--- src/cpu_bus_pkg.sv ---
// Constants, field positions and types of the bus cycle sequencer.
// Assumes one clock pclk at 10 MHz and an APB master with 32-bit data.

package cpu_bus_pkg;

  // ----------------------------------------------------------------------
  // Timing
  // ----------------------------------------------------------------------
  localparam int unsigned PCLK_PERIOD_NS = 100;
  // One processor state is two pclk halves, so a half state is one pclk.
  localparam int unsigned HALVES_PER_STATE = 2;
  localparam int unsigned RESET_IDLE_STATES = 2;
  localparam logic [2:0] RESET_WAIT_LAST = 3'(RESET_IDLE_STATES * HALVES_PER_STATE - 1);
  localparam logic [1:0] AUTO_WAITS_IO = 2'h1;
  localparam logic [1:0] AUTO_WAITS_INTA = 2'h2;

  // ----------------------------------------------------------------------
  // Addresses and reset values
  // ----------------------------------------------------------------------
  localparam logic [15:0] PC_RESET = 16'h0000;
  localparam logic [15:0] PC_NMI = 16'h0066;
  localparam logic [15:0] PC_MODE_ONE = 16'h0038;
  localparam logic [1:0] MODE_RESET = 2'h0;
  localparam logic [1:0] MODE_ONE = 2'h1;
  localparam logic [7:0] IVEC_RESET = 8'h00;
  localparam logic [7:0] REFRESH_RESET = 8'h00;

  // ----------------------------------------------------------------------
  // Register map and fields
  // ----------------------------------------------------------------------
  localparam logic [7:0] REG_CTRL = 8'h00;
  localparam logic [7:0] REG_CMD = 8'h04;
  localparam logic [7:0] REG_STATUS = 8'h08;
  localparam logic [7:0] REG_PC = 8'h0c;
  localparam int unsigned CTRL_IEF_BIT = 0;
  localparam int unsigned CTRL_MODE_LSB = 1;
  localparam int unsigned CTRL_IVEC_LSB = 8;
  localparam int unsigned CMD_KIND_LSB = 0;
  localparam int unsigned CMD_LAST_BIT = 3;
  localparam int unsigned CMD_WDATA_LSB = 8;
  localparam int unsigned CMD_ADDR_LSB = 16;

  // Synchronised pin positions.
  localparam int unsigned PIN_IRQ = 0;
  localparam int unsigned PIN_NMI = 1;
  localparam int unsigned PIN_STALL = 2;
  localparam int unsigned PIN_BUS_CLAIM = 3;
  localparam logic [3:0] PINS_IDLE = 4'hf;

  // ----------------------------------------------------------------------
  // Types
  // ----------------------------------------------------------------------
  typedef enum logic [3:0] {
    ST_RESET_WAIT = 4'h0,
    ST_IDLE = 4'h1,
    ST_T1 = 4'h2,
    ST_T2 = 4'h3,
    ST_TWA = 4'h4,
    ST_TW = 4'h5,
    ST_T3 = 4'h6,
    ST_T4 = 4'h7,
    ST_GRANT = 4'h8
  } seq_state_t;

  typedef enum logic [2:0] {
    CYC_FETCH = 3'h0,
    CYC_MEM_RD = 3'h1,
    CYC_MEM_WR = 3'h2,
    CYC_IO_RD = 3'h3,
    CYC_IO_WR = 3'h4,
    CYC_INT_ACK = 3'h5,
    CYC_NMI_ACK = 3'h6,
    CYC_HALT = 3'h7
  } cyc_kind_t;

  typedef struct packed {
    logic mem_n;
    logic io_n;
    logic rd_n;
    logic wr_n;
    logic first_n;
    logic refresh_n;
  } strobe_t;

  localparam strobe_t STROBE_IDLE = 6'h3f;

  typedef struct packed {
    cyc_kind_t kind;
    logic last;
    logic [15:0] addr;
    logic [7:0] wdata;
  } cmd_t;

  // The first fetch after reset is queued by reset itself.
  localparam cmd_t CMD_RESET = {CYC_FETCH, 1'b0, PC_RESET, 8'h00};

endpackage : cpu_bus_pkg

--- src/cpu_bus_cycle_sequencer.sv ---
// Machine-cycle sequencer and external bus pins of an 8-bit processor.
// Assumes an APB master on pclk issues cycles; pins of the outside bus are resolved by the bench.
//
// Register access over APB and the placing of the registers were chosen for this implementation.
`timescale 1ns/1ps

module cpu_bus_cycle_sequencer
  import cpu_bus_pkg::*;
(
  input wire logic pclk,
  input wire logic presetn,
  input wire logic psel,
  input wire logic penable,
  input wire logic pwrite,
  input wire logic [7:0] paddr,
  input wire logic [31:0] pwdata,
  output logic [31:0] prdata,
  output logic pready,
  output logic pslverr,
  output logic [15:0] addr_out,
  output logic addr_oe,
  input wire logic [7:0] data_in,
  output logic [7:0] data_out,
  output logic data_oe,
  output logic memory_request_n,
  output logic io_request_n,
  output logic read_strobe_n,
  output logic store_strobe_n,
  output logic strobe_oe,
  output logic first_cycle_marker,
  output logic refresh_strobe_n,
  output logic stopped_state_flag,
  output logic bus_grant_n,
  input wire logic maskable_irq_n,
  input wire logic nonmaskable_irq_n,
  input wire logic not_ready_stall_in,
  input wire logic bus_request_n
);

  // ----------------------------------------------------------------------
  // Declarations
  // ----------------------------------------------------------------------
  logic [3:0] pin_raw;
  logic [3:0] sync1_ff, sync2_ff, sync3_ff, pin_ff;
  logic nmi_prev_ff, nmi_fall, nmi_pend_ff;
  seq_state_t state_ff, nxt_state;
  logic ph_ff, nxt_ph;
  logic [2:0] rst_cnt_ff;
  logic [1:0] auto_cnt_ff;
  logic stall_lo_ff;
  cmd_t cur_ff, cmd_ff, l_cmd, nk_cmd;
  logic cmd_valid_ff;
  logic boundary_ff, snap_irq_ff, snap_nmi_ff;
  logic decide, launch, take_nmi, take_irq, take_cmd, bnd, in_end, irq_seen, nmi_seen;
  logic cur_first, cur_fetchlike, nk_first, nk_fetchlike, pre3, enter_t3;
  seq_state_t fin_st;
  logic [15:0] pc_ff;
  logic [7:0] refresh_ff, ivec_ff, rd_data_ff, vec_ff;
  logic irq_en_ff, halted_ff;
  logic [1:0] mode_ff;
  strobe_t strobe_ff, nxt_strobe;
  logic [15:0] addr_ff, nxt_addr;
  logic addr_oe_ff, nxt_addr_oe, data_oe_ff, nxt_data_oe, strobe_oe_ff, nxt_strobe_oe;
  logic [7:0] data_out_ff;
  logic grant_n_ff;
  logic [31:0] prdata_ff, nxt_prdata;
  logic apb_wr, apb_setup, mapped;

  // ----------------------------------------------------------------------
  // Pin synchronisers
  // ----------------------------------------------------------------------
  assign pin_raw = {bus_request_n, not_ready_stall_in, nonmaskable_irq_n, maskable_irq_n};

  // A level counts only once the second and third stages agree.
  always_ff @(posedge pclk or negedge presetn)
  begin
    if (!presetn)
    begin
      sync1_ff <= PINS_IDLE;
      sync2_ff <= PINS_IDLE;
      sync3_ff <= PINS_IDLE;
      pin_ff <= PINS_IDLE;
    end
    else
    begin
      sync1_ff <= pin_raw;
      sync2_ff <= sync1_ff;
      sync3_ff <= sync2_ff;
      pin_ff <= (sync2_ff & sync3_ff) | (pin_ff & (sync2_ff ^ sync3_ff));
    end
  end

  // The non-maskable input is edge triggered, so a pending bit remembers it.
  assign nmi_fall = nmi_prev_ff & ~pin_ff[PIN_NMI];

  always_ff @(posedge pclk or negedge presetn)
  begin
    if (!presetn)
    begin
      nmi_prev_ff <= 1'b1;
      nmi_pend_ff <= 1'b0;
    end
    else
    begin
      nmi_prev_ff <= pin_ff[PIN_NMI];
      if (nmi_fall)
        nmi_pend_ff <= 1'b1;
      else if (take_nmi)
        nmi_pend_ff <= 1'b0;
    end
  end

  // ----------------------------------------------------------------------
  // Sequencer
  // ----------------------------------------------------------------------
  assign cur_fetchlike = (cur_ff.kind == CYC_FETCH) || (cur_ff.kind == CYC_HALT) || (cur_ff.kind == CYC_NMI_ACK);
  assign cur_first = cur_fetchlike || (cur_ff.kind == CYC_INT_ACK);
  assign fin_st = cur_first ? ST_T4 : ST_T3;
  assign in_end = (state_ff == ST_T3) || (state_ff == ST_T4);
  assign bnd = in_end ? (cur_ff.last || (cur_ff.kind == CYC_HALT)) : boundary_ff;
  assign irq_seen = in_end ? snap_irq_ff : ~pin_ff[PIN_IRQ];
  assign nmi_seen = in_end ? snap_nmi_ff : nmi_pend_ff;

  always_comb
  begin
    nxt_state = state_ff;
    nxt_ph = ~ph_ff;
    decide = 1'b0;
    launch = 1'b0;
    take_nmi = 1'b0;
    take_irq = 1'b0;
    take_cmd = 1'b0;
    l_cmd = cur_ff;
    unique case (state_ff)
      ST_RESET_WAIT: decide = (rst_cnt_ff == RESET_WAIT_LAST);
      ST_IDLE: decide = 1'b1;
      ST_GRANT: decide = 1'b1;
      ST_T1: if (ph_ff) nxt_state = ST_T2;
      // Automatic waits come first, then requested waits; at least three states always pass.
      ST_T2: if (ph_ff) nxt_state = (auto_cnt_ff != 2'h0) ? ST_TWA : (stall_lo_ff ? ST_TW : ST_T3);
      ST_TWA: if (ph_ff) nxt_state = (auto_cnt_ff > 2'h1) ? ST_TWA : (stall_lo_ff ? ST_TW : ST_T3);
      ST_TW: if (ph_ff) nxt_state = stall_lo_ff ? ST_TW : ST_T3;
      ST_T3:
        if (ph_ff)
        begin
          if (cur_first)
            nxt_state = ST_T4;
          else
            decide = 1'b1;
        end
      ST_T4: if (ph_ff) decide = 1'b1;
      default: nxt_state = ST_IDLE;
    endcase
    if (decide)
    begin
      nxt_ph = 1'b0;
      nxt_state = ST_IDLE;
      if (!pin_ff[PIN_BUS_CLAIM])
        nxt_state = ST_GRANT;
      else if (bnd && nmi_seen)
      begin
        take_nmi = 1'b1;
        l_cmd = {CYC_NMI_ACK, 1'b0, pc_ff, 8'h00};
      end
      else if (bnd && irq_seen && irq_en_ff)
      begin
        take_irq = 1'b1;
        l_cmd = {CYC_INT_ACK, 1'b0, pc_ff, 8'h00};
      end
      else if (halted_ff)
        l_cmd = {CYC_HALT, 1'b1, pc_ff, 8'h00};
      else if (cmd_valid_ff)
      begin
        take_cmd = 1'b1;
        l_cmd = cmd_ff;
        if ((cmd_ff.kind == CYC_FETCH) || (cmd_ff.kind == CYC_HALT))
          l_cmd.addr = pc_ff;
      end
      launch = take_nmi || take_irq || take_cmd || (halted_ff && pin_ff[PIN_BUS_CLAIM]);
      if (launch)
        nxt_state = ST_T1;
    end
  end

  always_ff @(posedge pclk or negedge presetn)
  begin
    if (!presetn)
    begin
      state_ff <= ST_RESET_WAIT;
      ph_ff <= 1'b0;
      rst_cnt_ff <= 3'h0;
      cur_ff <= CMD_RESET;
      auto_cnt_ff <= 2'h0;
      boundary_ff <= 1'b0;
    end
    else
    begin
      state_ff <= nxt_state;
      ph_ff <= nxt_ph;
      if (state_ff == ST_RESET_WAIT)
        rst_cnt_ff <= rst_cnt_ff + 3'h1;
      if (decide)
        boundary_ff <= launch ? 1'b0 : bnd;
      if (launch)
      begin
        cur_ff <= l_cmd;
        if ((l_cmd.kind == CYC_IO_RD) || (l_cmd.kind == CYC_IO_WR))
          auto_cnt_ff <= AUTO_WAITS_IO;
        else if (l_cmd.kind == CYC_INT_ACK)
          auto_cnt_ff <= AUTO_WAITS_INTA;
        else
          auto_cnt_ff <= 2'h0;
      end
      else if ((state_ff == ST_TWA) && ph_ff)
        auto_cnt_ff <= auto_cnt_ff - 2'h1;
    end
  end

  // Stall is looked at in the middle of every state that may precede state three.
  always_ff @(posedge pclk or negedge presetn)
  begin
    if (!presetn)
      stall_lo_ff <= 1'b0;
    else if (!ph_ff && ((state_ff == ST_T2) || (state_ff == ST_TWA) || (state_ff == ST_TW)))
      stall_lo_ff <= ~pin_ff[PIN_STALL];
  end

  // Interrupt levels are frozen as the final state of the cycle begins.
  always_ff @(posedge pclk or negedge presetn)
  begin
    if (!presetn)
    begin
      snap_irq_ff <= 1'b0;
      snap_nmi_ff <= 1'b0;
    end
    else if ((nxt_state == fin_st) && (state_ff != fin_st) && !launch)
    begin
      snap_irq_ff <= ~pin_ff[PIN_IRQ];
      snap_nmi_ff <= nmi_pend_ff;
    end
  end

  // ----------------------------------------------------------------------
  // Processor state
  // ----------------------------------------------------------------------
  assign enter_t3 = (nxt_state == ST_T3) && (state_ff != ST_T3);

  always_ff @(posedge pclk or negedge presetn)
  begin
    if (!presetn)
    begin
      pc_ff <= PC_RESET;
      refresh_ff <= REFRESH_RESET;
      rd_data_ff <= 8'h00;
      vec_ff <= 8'h00;
    end
    else
    begin
      if (enter_t3 && (cur_ff.kind == CYC_FETCH))
      begin
        rd_data_ff <= data_in;
        pc_ff <= pc_ff + 16'h0001;
      end
      if (enter_t3 && (cur_ff.kind == CYC_INT_ACK))
        vec_ff <= data_in;
      if ((state_ff == ST_T3) && !ph_ff && ((cur_ff.kind == CYC_MEM_RD) || (cur_ff.kind == CYC_IO_RD)))
        rd_data_ff <= data_in;
      if ((state_ff == ST_T4) && ph_ff)
      begin
        refresh_ff <= {refresh_ff[7], refresh_ff[6:0] + 7'h01};
        if (cur_ff.kind == CYC_NMI_ACK)
          pc_ff <= PC_NMI;
        else if ((cur_ff.kind == CYC_INT_ACK) && (mode_ff == MODE_ONE))
          pc_ff <= PC_MODE_ONE;
      end
      // A software jump overrides the hardware update in the same cycle.
      if (apb_wr && (paddr == REG_PC))
        pc_ff <= pwdata[15:0];
    end
  end

  always_ff @(posedge pclk or negedge presetn)
  begin
    if (!presetn)
    begin
      irq_en_ff <= 1'b0;
      mode_ff <= MODE_RESET;
      ivec_ff <= IVEC_RESET;
      halted_ff <= 1'b0;
      cmd_valid_ff <= 1'b1;
      cmd_ff <= CMD_RESET;
    end
    else
    begin
      if (apb_wr && (paddr == REG_CTRL))
      begin
        irq_en_ff <= pwdata[CTRL_IEF_BIT];
        mode_ff <= pwdata[CTRL_MODE_LSB +: 2];
        ivec_ff <= pwdata[CTRL_IVEC_LSB +: 8];
      end
      if (take_nmi || take_irq)
        irq_en_ff <= 1'b0;
      if (take_nmi || take_irq)
        halted_ff <= 1'b0;
      else if (take_cmd && (cmd_ff.kind == CYC_HALT))
        halted_ff <= 1'b1;
      if (take_cmd)
        cmd_valid_ff <= 1'b0;
      else if (apb_wr && (paddr == REG_CMD) && !cmd_valid_ff)
      begin
        cmd_valid_ff <= 1'b1;
        cmd_ff.kind <= cyc_kind_t'(pwdata[CMD_KIND_LSB +: 3]);
        cmd_ff.last <= pwdata[CMD_LAST_BIT];
        cmd_ff.wdata <= pwdata[CMD_WDATA_LSB +: 8];
        cmd_ff.addr <= pwdata[CMD_ADDR_LSB +: 16];
      end
    end
  end

  // ----------------------------------------------------------------------
  // Pin decode
  // ----------------------------------------------------------------------
  assign nk_cmd = launch ? l_cmd : cur_ff;
  assign nk_fetchlike = (nk_cmd.kind == CYC_FETCH) || (nk_cmd.kind == CYC_HALT) || (nk_cmd.kind == CYC_NMI_ACK);
  assign nk_first = nk_fetchlike || (nk_cmd.kind == CYC_INT_ACK);
  assign pre3 = (nxt_state == ST_T2) || (nxt_state == ST_TWA) || (nxt_state == ST_TW);

  // Strobes are computed for the coming half state and registered, so pins never glitch.
  always_comb
  begin
    nxt_strobe = STROBE_IDLE;
    nxt_addr = nk_cmd.addr;
    nxt_addr_oe = 1'b1;
    nxt_strobe_oe = 1'b1;
    nxt_data_oe = 1'b0;
    if (nk_first && ((nxt_state == ST_T1) || pre3))
      nxt_strobe.first_n = 1'b0;
    if (nk_fetchlike && (((nxt_state == ST_T1) && nxt_ph) || pre3))
    begin
      nxt_strobe.mem_n = 1'b0;
      nxt_strobe.rd_n = 1'b0;
    end
    if (nk_first && ((nxt_state == ST_T3) || (nxt_state == ST_T4)))
    begin
      nxt_strobe.refresh_n = 1'b0;
      nxt_addr = {ivec_ff, refresh_ff};
      if (((nxt_state == ST_T3) && nxt_ph) || ((nxt_state == ST_T4) && !nxt_ph))
        nxt_strobe.mem_n = 1'b0;
    end
    if (((nk_cmd.kind == CYC_MEM_RD) || (nk_cmd.kind == CYC_MEM_WR))
        && (((nxt_state == ST_T1) && nxt_ph) || pre3 || ((nxt_state == ST_T3) && !nxt_ph)))
    begin
      nxt_strobe.mem_n = 1'b0;
      nxt_strobe.rd_n = (nk_cmd.kind != CYC_MEM_RD);
    end
    if ((nk_cmd.kind == CYC_MEM_WR) && (((nxt_state == ST_T2) && nxt_ph) || (nxt_state == ST_TW)
        || ((nxt_state == ST_T3) && !nxt_ph)))
      nxt_strobe.wr_n = 1'b0;
    if (((nk_cmd.kind == CYC_IO_RD) || (nk_cmd.kind == CYC_IO_WR)) && (pre3 || ((nxt_state == ST_T3) && !nxt_ph)))
    begin
      nxt_strobe.io_n = 1'b0;
      nxt_strobe.rd_n = (nk_cmd.kind != CYC_IO_RD);
      nxt_strobe.wr_n = (nk_cmd.kind != CYC_IO_WR);
    end
    if ((nk_cmd.kind == CYC_INT_ACK) && ((nxt_state == ST_TWA) || (nxt_state == ST_TW)))
      nxt_strobe.io_n = 1'b0;
    if (((nk_cmd.kind == CYC_MEM_WR) || (nk_cmd.kind == CYC_IO_WR))
        && (((nxt_state == ST_T1) && nxt_ph) || pre3 || (nxt_state == ST_T3)))
      nxt_data_oe = 1'b1;
    if ((nxt_state == ST_GRANT) || (nxt_state == ST_RESET_WAIT))
    begin
      nxt_addr_oe = 1'b0;
      nxt_strobe_oe = 1'b0;
      nxt_data_oe = 1'b0;
    end
  end

  // A stopped pclk simply holds every flop, so pins and state freeze and resume unchanged.
  always_ff @(posedge pclk or negedge presetn)
  begin
    if (!presetn)
    begin
      strobe_ff <= STROBE_IDLE;
      addr_ff <= PC_RESET;
      addr_oe_ff <= 1'b0;
      strobe_oe_ff <= 1'b0;
      data_oe_ff <= 1'b0;
      data_out_ff <= 8'h00;
      grant_n_ff <= 1'b1;
    end
    else
    begin
      strobe_ff <= nxt_strobe;
      addr_ff <= nxt_addr;
      addr_oe_ff <= nxt_addr_oe;
      strobe_oe_ff <= nxt_strobe_oe;
      data_oe_ff <= nxt_data_oe;
      data_out_ff <= nk_cmd.wdata;
      // Grant follows the float by one pclk, and is also withdrawn one pclk after our drivers turn back on.
      grant_n_ff <= (state_ff != ST_GRANT);
    end
  end

  assign addr_out = addr_ff;
  assign addr_oe = addr_oe_ff;
  assign data_out = data_out_ff;
  assign data_oe = data_oe_ff;
  assign memory_request_n = strobe_ff.mem_n;
  assign io_request_n = strobe_ff.io_n;
  assign read_strobe_n = strobe_ff.rd_n;
  assign store_strobe_n = strobe_ff.wr_n;
  assign first_cycle_marker = strobe_ff.first_n;
  assign refresh_strobe_n = strobe_ff.refresh_n;
  assign strobe_oe = strobe_oe_ff;
  assign stopped_state_flag = ~halted_ff;
  assign bus_grant_n = grant_n_ff;

  // ----------------------------------------------------------------------
  // APB slave
  // ----------------------------------------------------------------------
  assign apb_setup = psel && !penable;
  assign apb_wr = psel && penable && pwrite && !pslverr;
  assign mapped = (paddr == REG_CTRL) || (paddr == REG_CMD) || (paddr == REG_STATUS) || (paddr == REG_PC);
  assign pready = 1'b1;
  // A command written while one is still queued is refused rather than overwriting it.
  assign pslverr = psel && penable && (!mapped || (pwrite && (paddr == REG_CMD) && cmd_valid_ff));

  always_comb
  begin
    nxt_prdata = 32'h0000_0000;
    if (paddr == REG_CTRL)
      nxt_prdata = {16'h0000, ivec_ff, 5'h00, mode_ff, irq_en_ff};
    else if (paddr == REG_CMD)
      nxt_prdata = {cmd_ff.addr, cmd_ff.wdata, 4'h0, cmd_ff.last, cmd_ff.kind};
    else if (paddr == REG_STATUS)
      nxt_prdata = {vec_ff, refresh_ff, rd_data_ff, state_ff, nmi_pend_ff, ~grant_n_ff, halted_ff, cmd_valid_ff};
    else if (paddr == REG_PC)
      nxt_prdata = {16'h0000, pc_ff};
  end

  always_ff @(posedge pclk or negedge presetn)
  begin
    if (!presetn)
      prdata_ff <= 32'h0000_0000;
    else if (apb_setup)
      prdata_ff <= nxt_prdata;
  end

  assign prdata = prdata_ff;

endmodule : cpu_bus_cycle_sequencer

--- config.mk ---
export PLATFORM = sky130hd
export DESIGN_NAME = cpu_bus_cycle_sequencer
export DESIGN_NICKNAME = d
export VERILOG_FILES = /design/src/cpu_bus_pkg.sv /design/src/cpu_bus_cycle_sequencer.sv
export SDC_FILE = /design/constraint.sdc
export NUM_CORES = 1
export LEC_CHECK = 0
export ABC_AREA = 0
export BUFFER_PORTS_ARGS = -buffer_cell sky130_fd_sc_hd__buf_4
export CORE_ASPECT_RATIO = 1.75
export CORE_MARGIN = 10
export CORE_UTILIZATION = 54
export CTS_BUF_LIST = sky130_fd_sc_hd__clkbuf_4 sky130_fd_sc_hd__clkbuf_8
export CTS_CLUSTER_DIAMETER = 40
export DETAILED_ROUTE_END_ITERATION = 8
export PLACE_DENSITY = 0.87
export SYNTH_ARGS = -nofsm -noshare
export SYNTH_HDL_FRONTEND = slang
export SYNTH_SLANG_ARGS = --single-unit
--- constraint.sdc ---
create_clock -name pclk -period 3 [get_ports pclk]
set_input_delay 0.3 -clock pclk [delete_from_list [all_inputs] [get_ports pclk]]
set_output_delay 0.3 -clock pclk [all_outputs]
set_load 0.05 [all_outputs]
==> summary.md <==
| Metric | Value |
|---|---|
| Post-synthesis compound-gate area fraction | `13.1%` |
| Core Region | `16,800 sq um` |
| Number of vias per cell after detailed routing | `6.10` |
| Site Rows | `63` |
| Crit-path max FO | `8` |
| Buffers plus inverters on the worst setup path | `1` |
| Leading cell type in the layout, fill and taps excluded | `sky130_fd_sc_hd__buf_4` |
| Max stage delay cell, worst path | `sky130_fd_sc_hd__dfrtp_1` |
| Most used DFF post-synth | `sky130_fd_sc_hd__dfrtp_1` |
| Number of global-route vias before repair | `7,679` |
| # diodes | `0` |
| Cell total after placement | `1,151` |
| DRC Markers | `0` |
| Max-slew violation total from the final report | `0` |
| Buffer type at the clock tree root | `sky130_fd_sc_hd__clkbuf_8` |
| Total wire length | `26,500 um` |
| GR met2 Demand/Resource | `41.5%` |
| Netlist area before placement | `9180 sq um` |
| Post-synth top area share | `46.9%` |
| Main combinational cell family by area after synthesis | `compound AO/OA/AOI/OAI gates` |
| Busiest layer in global routing | `met2` |
| Simple-gate area share of the yosys netlist | `11.5%` |
| Post-Synth XOR/XNOR Area | `2.39%` |
| Wire length per cell | `22.3 um` |
| Die W | `119 um` |
| Share of the clock period used by the worst path after layout | `96.5%` |
| Overall Global Routing Usage | `23.0%` |
| List of cells traversed by the critical path | `and3b_1, mux2_2, or2_1, a31oi_4, o21a_4, mux2i_4, buf_12, mux2_2` |
| Most area-consuming cells after synthesis | `sky130_fd_sc_hd__dfrtp_1 (47%), sky130_fd_sc_hd__mux2_2 (9.7%), sky130_fd_sc_hd__dfstp_2 (7.2%), sky130_fd_sc_hd__nor2_1 (2.4%), sky130_fd_sc_hd__o21ai_0 (2.4%)` |
| Post-route ant nets | `0` |
| Highest-count cells in the layout ignoring fill and taps | `sky130_fd_sc_hd__buf_4 (175), sky130_fd_sc_hd__dfrtp_1 (171), sky130_fd_sc_hd__mux2_2 (79)` |
| Number of nets at the end of the flow | `1,016` |
| Leakage power summed over all cells | `5.56 nW` |
| Boundary Pins | `126` |
| Post-route non-filler standard cell count | `1,188` |
| Longest individual stage delay on the worst path | `0.53 ns` |
| CTS H-tree depth | `4` |
| Pin count of the biggest net entering global routing | `89` |
| Die extent in y | `192 um` |
| Final Skew | `0.0156 ns` |
| Post-CTS setup buffer count | `0` |
| Met3 track utilization from global routing | `4.66%` |
| Antenna violations before repair | `0` |
| Unrepaired setup endpoints after global routing | `no` |
| Number of library cell types mapped by synthesis | `76` |
| Latest clock arrival within the worst-skew pair | `0.48 ns` |
| Total number of vias | `7,247` |
| Global-route congestion overflow total | `0` |
| Upper clock frequency limit | `0.346 GHz` |
| Weighted congestion reported at the end of routability-driven placement | `0.943` |
| Number of instances in the synthesized netlist | `796` |
| Wire length of the first global-routing pass | `41,600 um` |
| Number of enable-type register cells in the synthesized netlist | `0` |
| Sequential cell area fraction in the yosys report | `54.1%` |
| Final critical path time including I/O delays and setup | `2.89 ns` |
| Library cell occupying the most area in the post-synthesis netlist | `sky130_fd_sc_hd__dfrtp_1` |
| Multiplexer share of the synthesized area | `13.0%` |
| Data required time of the critical path | `3.37 ns` |
| Worst-Margin Slew | `1.01 ns` |
| Ratio of cells with drive above 1 in the final layout | `36.6%` |
| Number of DRC markers after the initial detailed-route iteration | `610` |
| Synth async-reset ratio | `100%` |
| Total negative slack | `0 ns` |
| Power density normalized to cell area | `612 nW/um^2` |
| Port buffer count | `124` |
| Global-route met1 utilization | `25.1%` |
| Final setup vio count | `0` |
| Outcome | `complete, no violations` |
| Type of element capturing the critical path | `flip-flop` |
| Worst path arrival time | `3.26 ns` |
| Type of the worst setup path | `reg2reg` |
| Initial core utilization | `54.7%` |
| Worst hold path type | `in2reg` |
| Flip-flop and latch count after synthesis | `197` |
| Syn_nets | `864` |
| Number of clock sinks | `197` |
| Area Overhead vs Synth | `21.9%` |
| Yosys warns | `0` |
| Maximum buffer depth of the clock tree | `2` |
| Placed wire-length estimate | `19,900 um` |
| Total iterations of the first detailed-routing run | `6` |
| Relative max-transition margin | `32.5%` |
| Max-cap check violation count | `0` |
| Area share of fa/ha/maj cells after synthesis | `1.50%` |
| Cell repeated most along the worst path | `sky130_fd_sc_hd__mux2_2` |
| Kind of cell adding the most delay to the critical path | `multiplexers` |
| Final total power | `6.85 mW` |
| CTS Buf Count | `17` |
| Average footprint of a synthesized cell | `11.5 sq um` |
| DIE AREA | `22,800 sq um` |
| Total count of hold-check failures in the final report | `0` |
| Worst VDD drop | `543 uV` |
| Clock transition at path regs | `0.11 ns` |
| Final design utilization | `66.6%` |
| Clock tree from TritonCTS | `built` |
| Startpoint type of the worst setup path | `flip-flop` |
timing repair:
action,4_1_cts,5_1_grt
hold buffers,5,0
resized for setup,1,9
hold endpoints to repair,85,0
endpoints found under the setup margin,13,28
final cells by class:
| cell class | count | area [sq um] |
|---|---|---|
| clock inverter | 14 | 219 |
| multi-input combinational | 511 | 3890 |
| inverter | 36 | 135 |
| sequential | 197 | 4960 |
| tap | 227 | 284 |
| clock buffer | 18 | 241 |
| timing repair buffer | 185 | 1460 |
| fill | 1251 | 5600 |
layer usage:
| layer | wire length (um) | up-vias |
|---|---|---|
| li1 | - | 3187 |
| met1 | 9680 | 3674 |
| met2 | 14100 | 312 |
| met3 | 1590 | 74 |
| met4 | 1110 | 0 |
| met5 | 0 | - |
power by group:
part / total [mW] / switching, mW / internal [mW] / leakage (nW)
clock network: 1.94 / 0.990 / 0.947 / 0.228
registers: 3.09 / 0.170 / 2.92 / 2.61
logic: 1.82 / 1.10 / 0.725 / 2.73
total: 6.85 / 2.26 / 4.59 / 5.56
path summary, 6_finish.rpt:
path,startpoint,end,slack [ns],depth (start not counted)
min in group asynchronous,presetn,addr_out[2],0.42,2
max in group asynchronous,presetn,pin_ff[2],1.73,3
hold reg to reg,sync1_ff[3],sync2_ff[3],0.36,0
setup reg to reg,state_ff[1],addr_out[3],0.11,8
hold / removal,pwdata[19],cmd_ff[11],0.04,2
setup / recovery,state_ff[1],addr_out[3],0.11,8
stage by stage:
| step | worst slack [ns] | hold slack, ns | area, sq um |
|---|---|---|---|
| 2_1_floorplan | 0.112 | 0.00441 | 9180 |
| 3_3_place_gp | 0.0950 | 0.346 | 10600 |
| 3_5_place_dp | 0.0266 | 0.347 | 10600 |
| 4_1_cts | 0.0263 | 0.0278 | 11100 |
| 5_1_grt | 0.000658 | 0.0215 | 11200 |
| 6_report | 0.106 | 0.0437 | 11200 |
worst register-to-register path, stage by stage, from the launching register on:
cell and delay [ns]:
sky130_fd_sc_hd__dfrtp_1 0.53, sky130_fd_sc_hd__and3b_1 0.31, sky130_fd_sc_hd__mux2_2 0.42, sky130_fd_sc_hd__or2_1 0.31, sky130_fd_sc_hd__a31oi_4 0.20, sky130_fd_sc_hd__o21a_4 0.19, sky130_fd_sc_hd__mux2i_4 0.31, sky130_fd_sc_hd__buf_12 0.17
sky130_fd_sc_hd__mux2_2 0.35
Yosys cell counts, drive strengths merged, types with 2 or more instances:
cell type,n
xor2,9
o31ai,2
a222oi,14
a32oi,3
and3,7
nand2b,6
buf,23
o211ai,5
nor2b,5
mux2,86
o21a,3
and3b,3
a41oi,2
and2,4
a22oi,2
mux2i,19
o22ai,2
or2,5
a211o,3
nand4,7
and4,2
a31oi,5
o21ai,44
dfrtp,172
xnor2,16
o32ai,2
nor2,59
a22o,22
clkbuf,29
a21oi,12
nor3,18
o221a,2
and4b,2
a221oi,17
or3,7
nor4,5
ha,11
dfstp,25
nand3,23
inv,35
nand2,53
a21o,4
state kept, by name, indices dropped and copies added, names as in the netlist, 7 cells and up:
register	cells
addr_out	16
cmd_ff	28
cur_ff	20
data_out	8
ivec_ff	8
pc_ff	16
prdata	32
rd_data_ff	8
refresh_ff	7
vec_ff	8
logic make-up (layout without fill, tap and decap cells):
group | Yosys count | in the layout
buf+inv | 88 | 253
compound gates | 157 | 157
flops | 197 | 197
simple gates | 212 | 212
xor+xnor | 25 | 25
mux | 105 | 105
other cells | 1 | 1
fa+ha+maj | 11 | 11
Note: power is estimated with default switching activity, not from simulation.
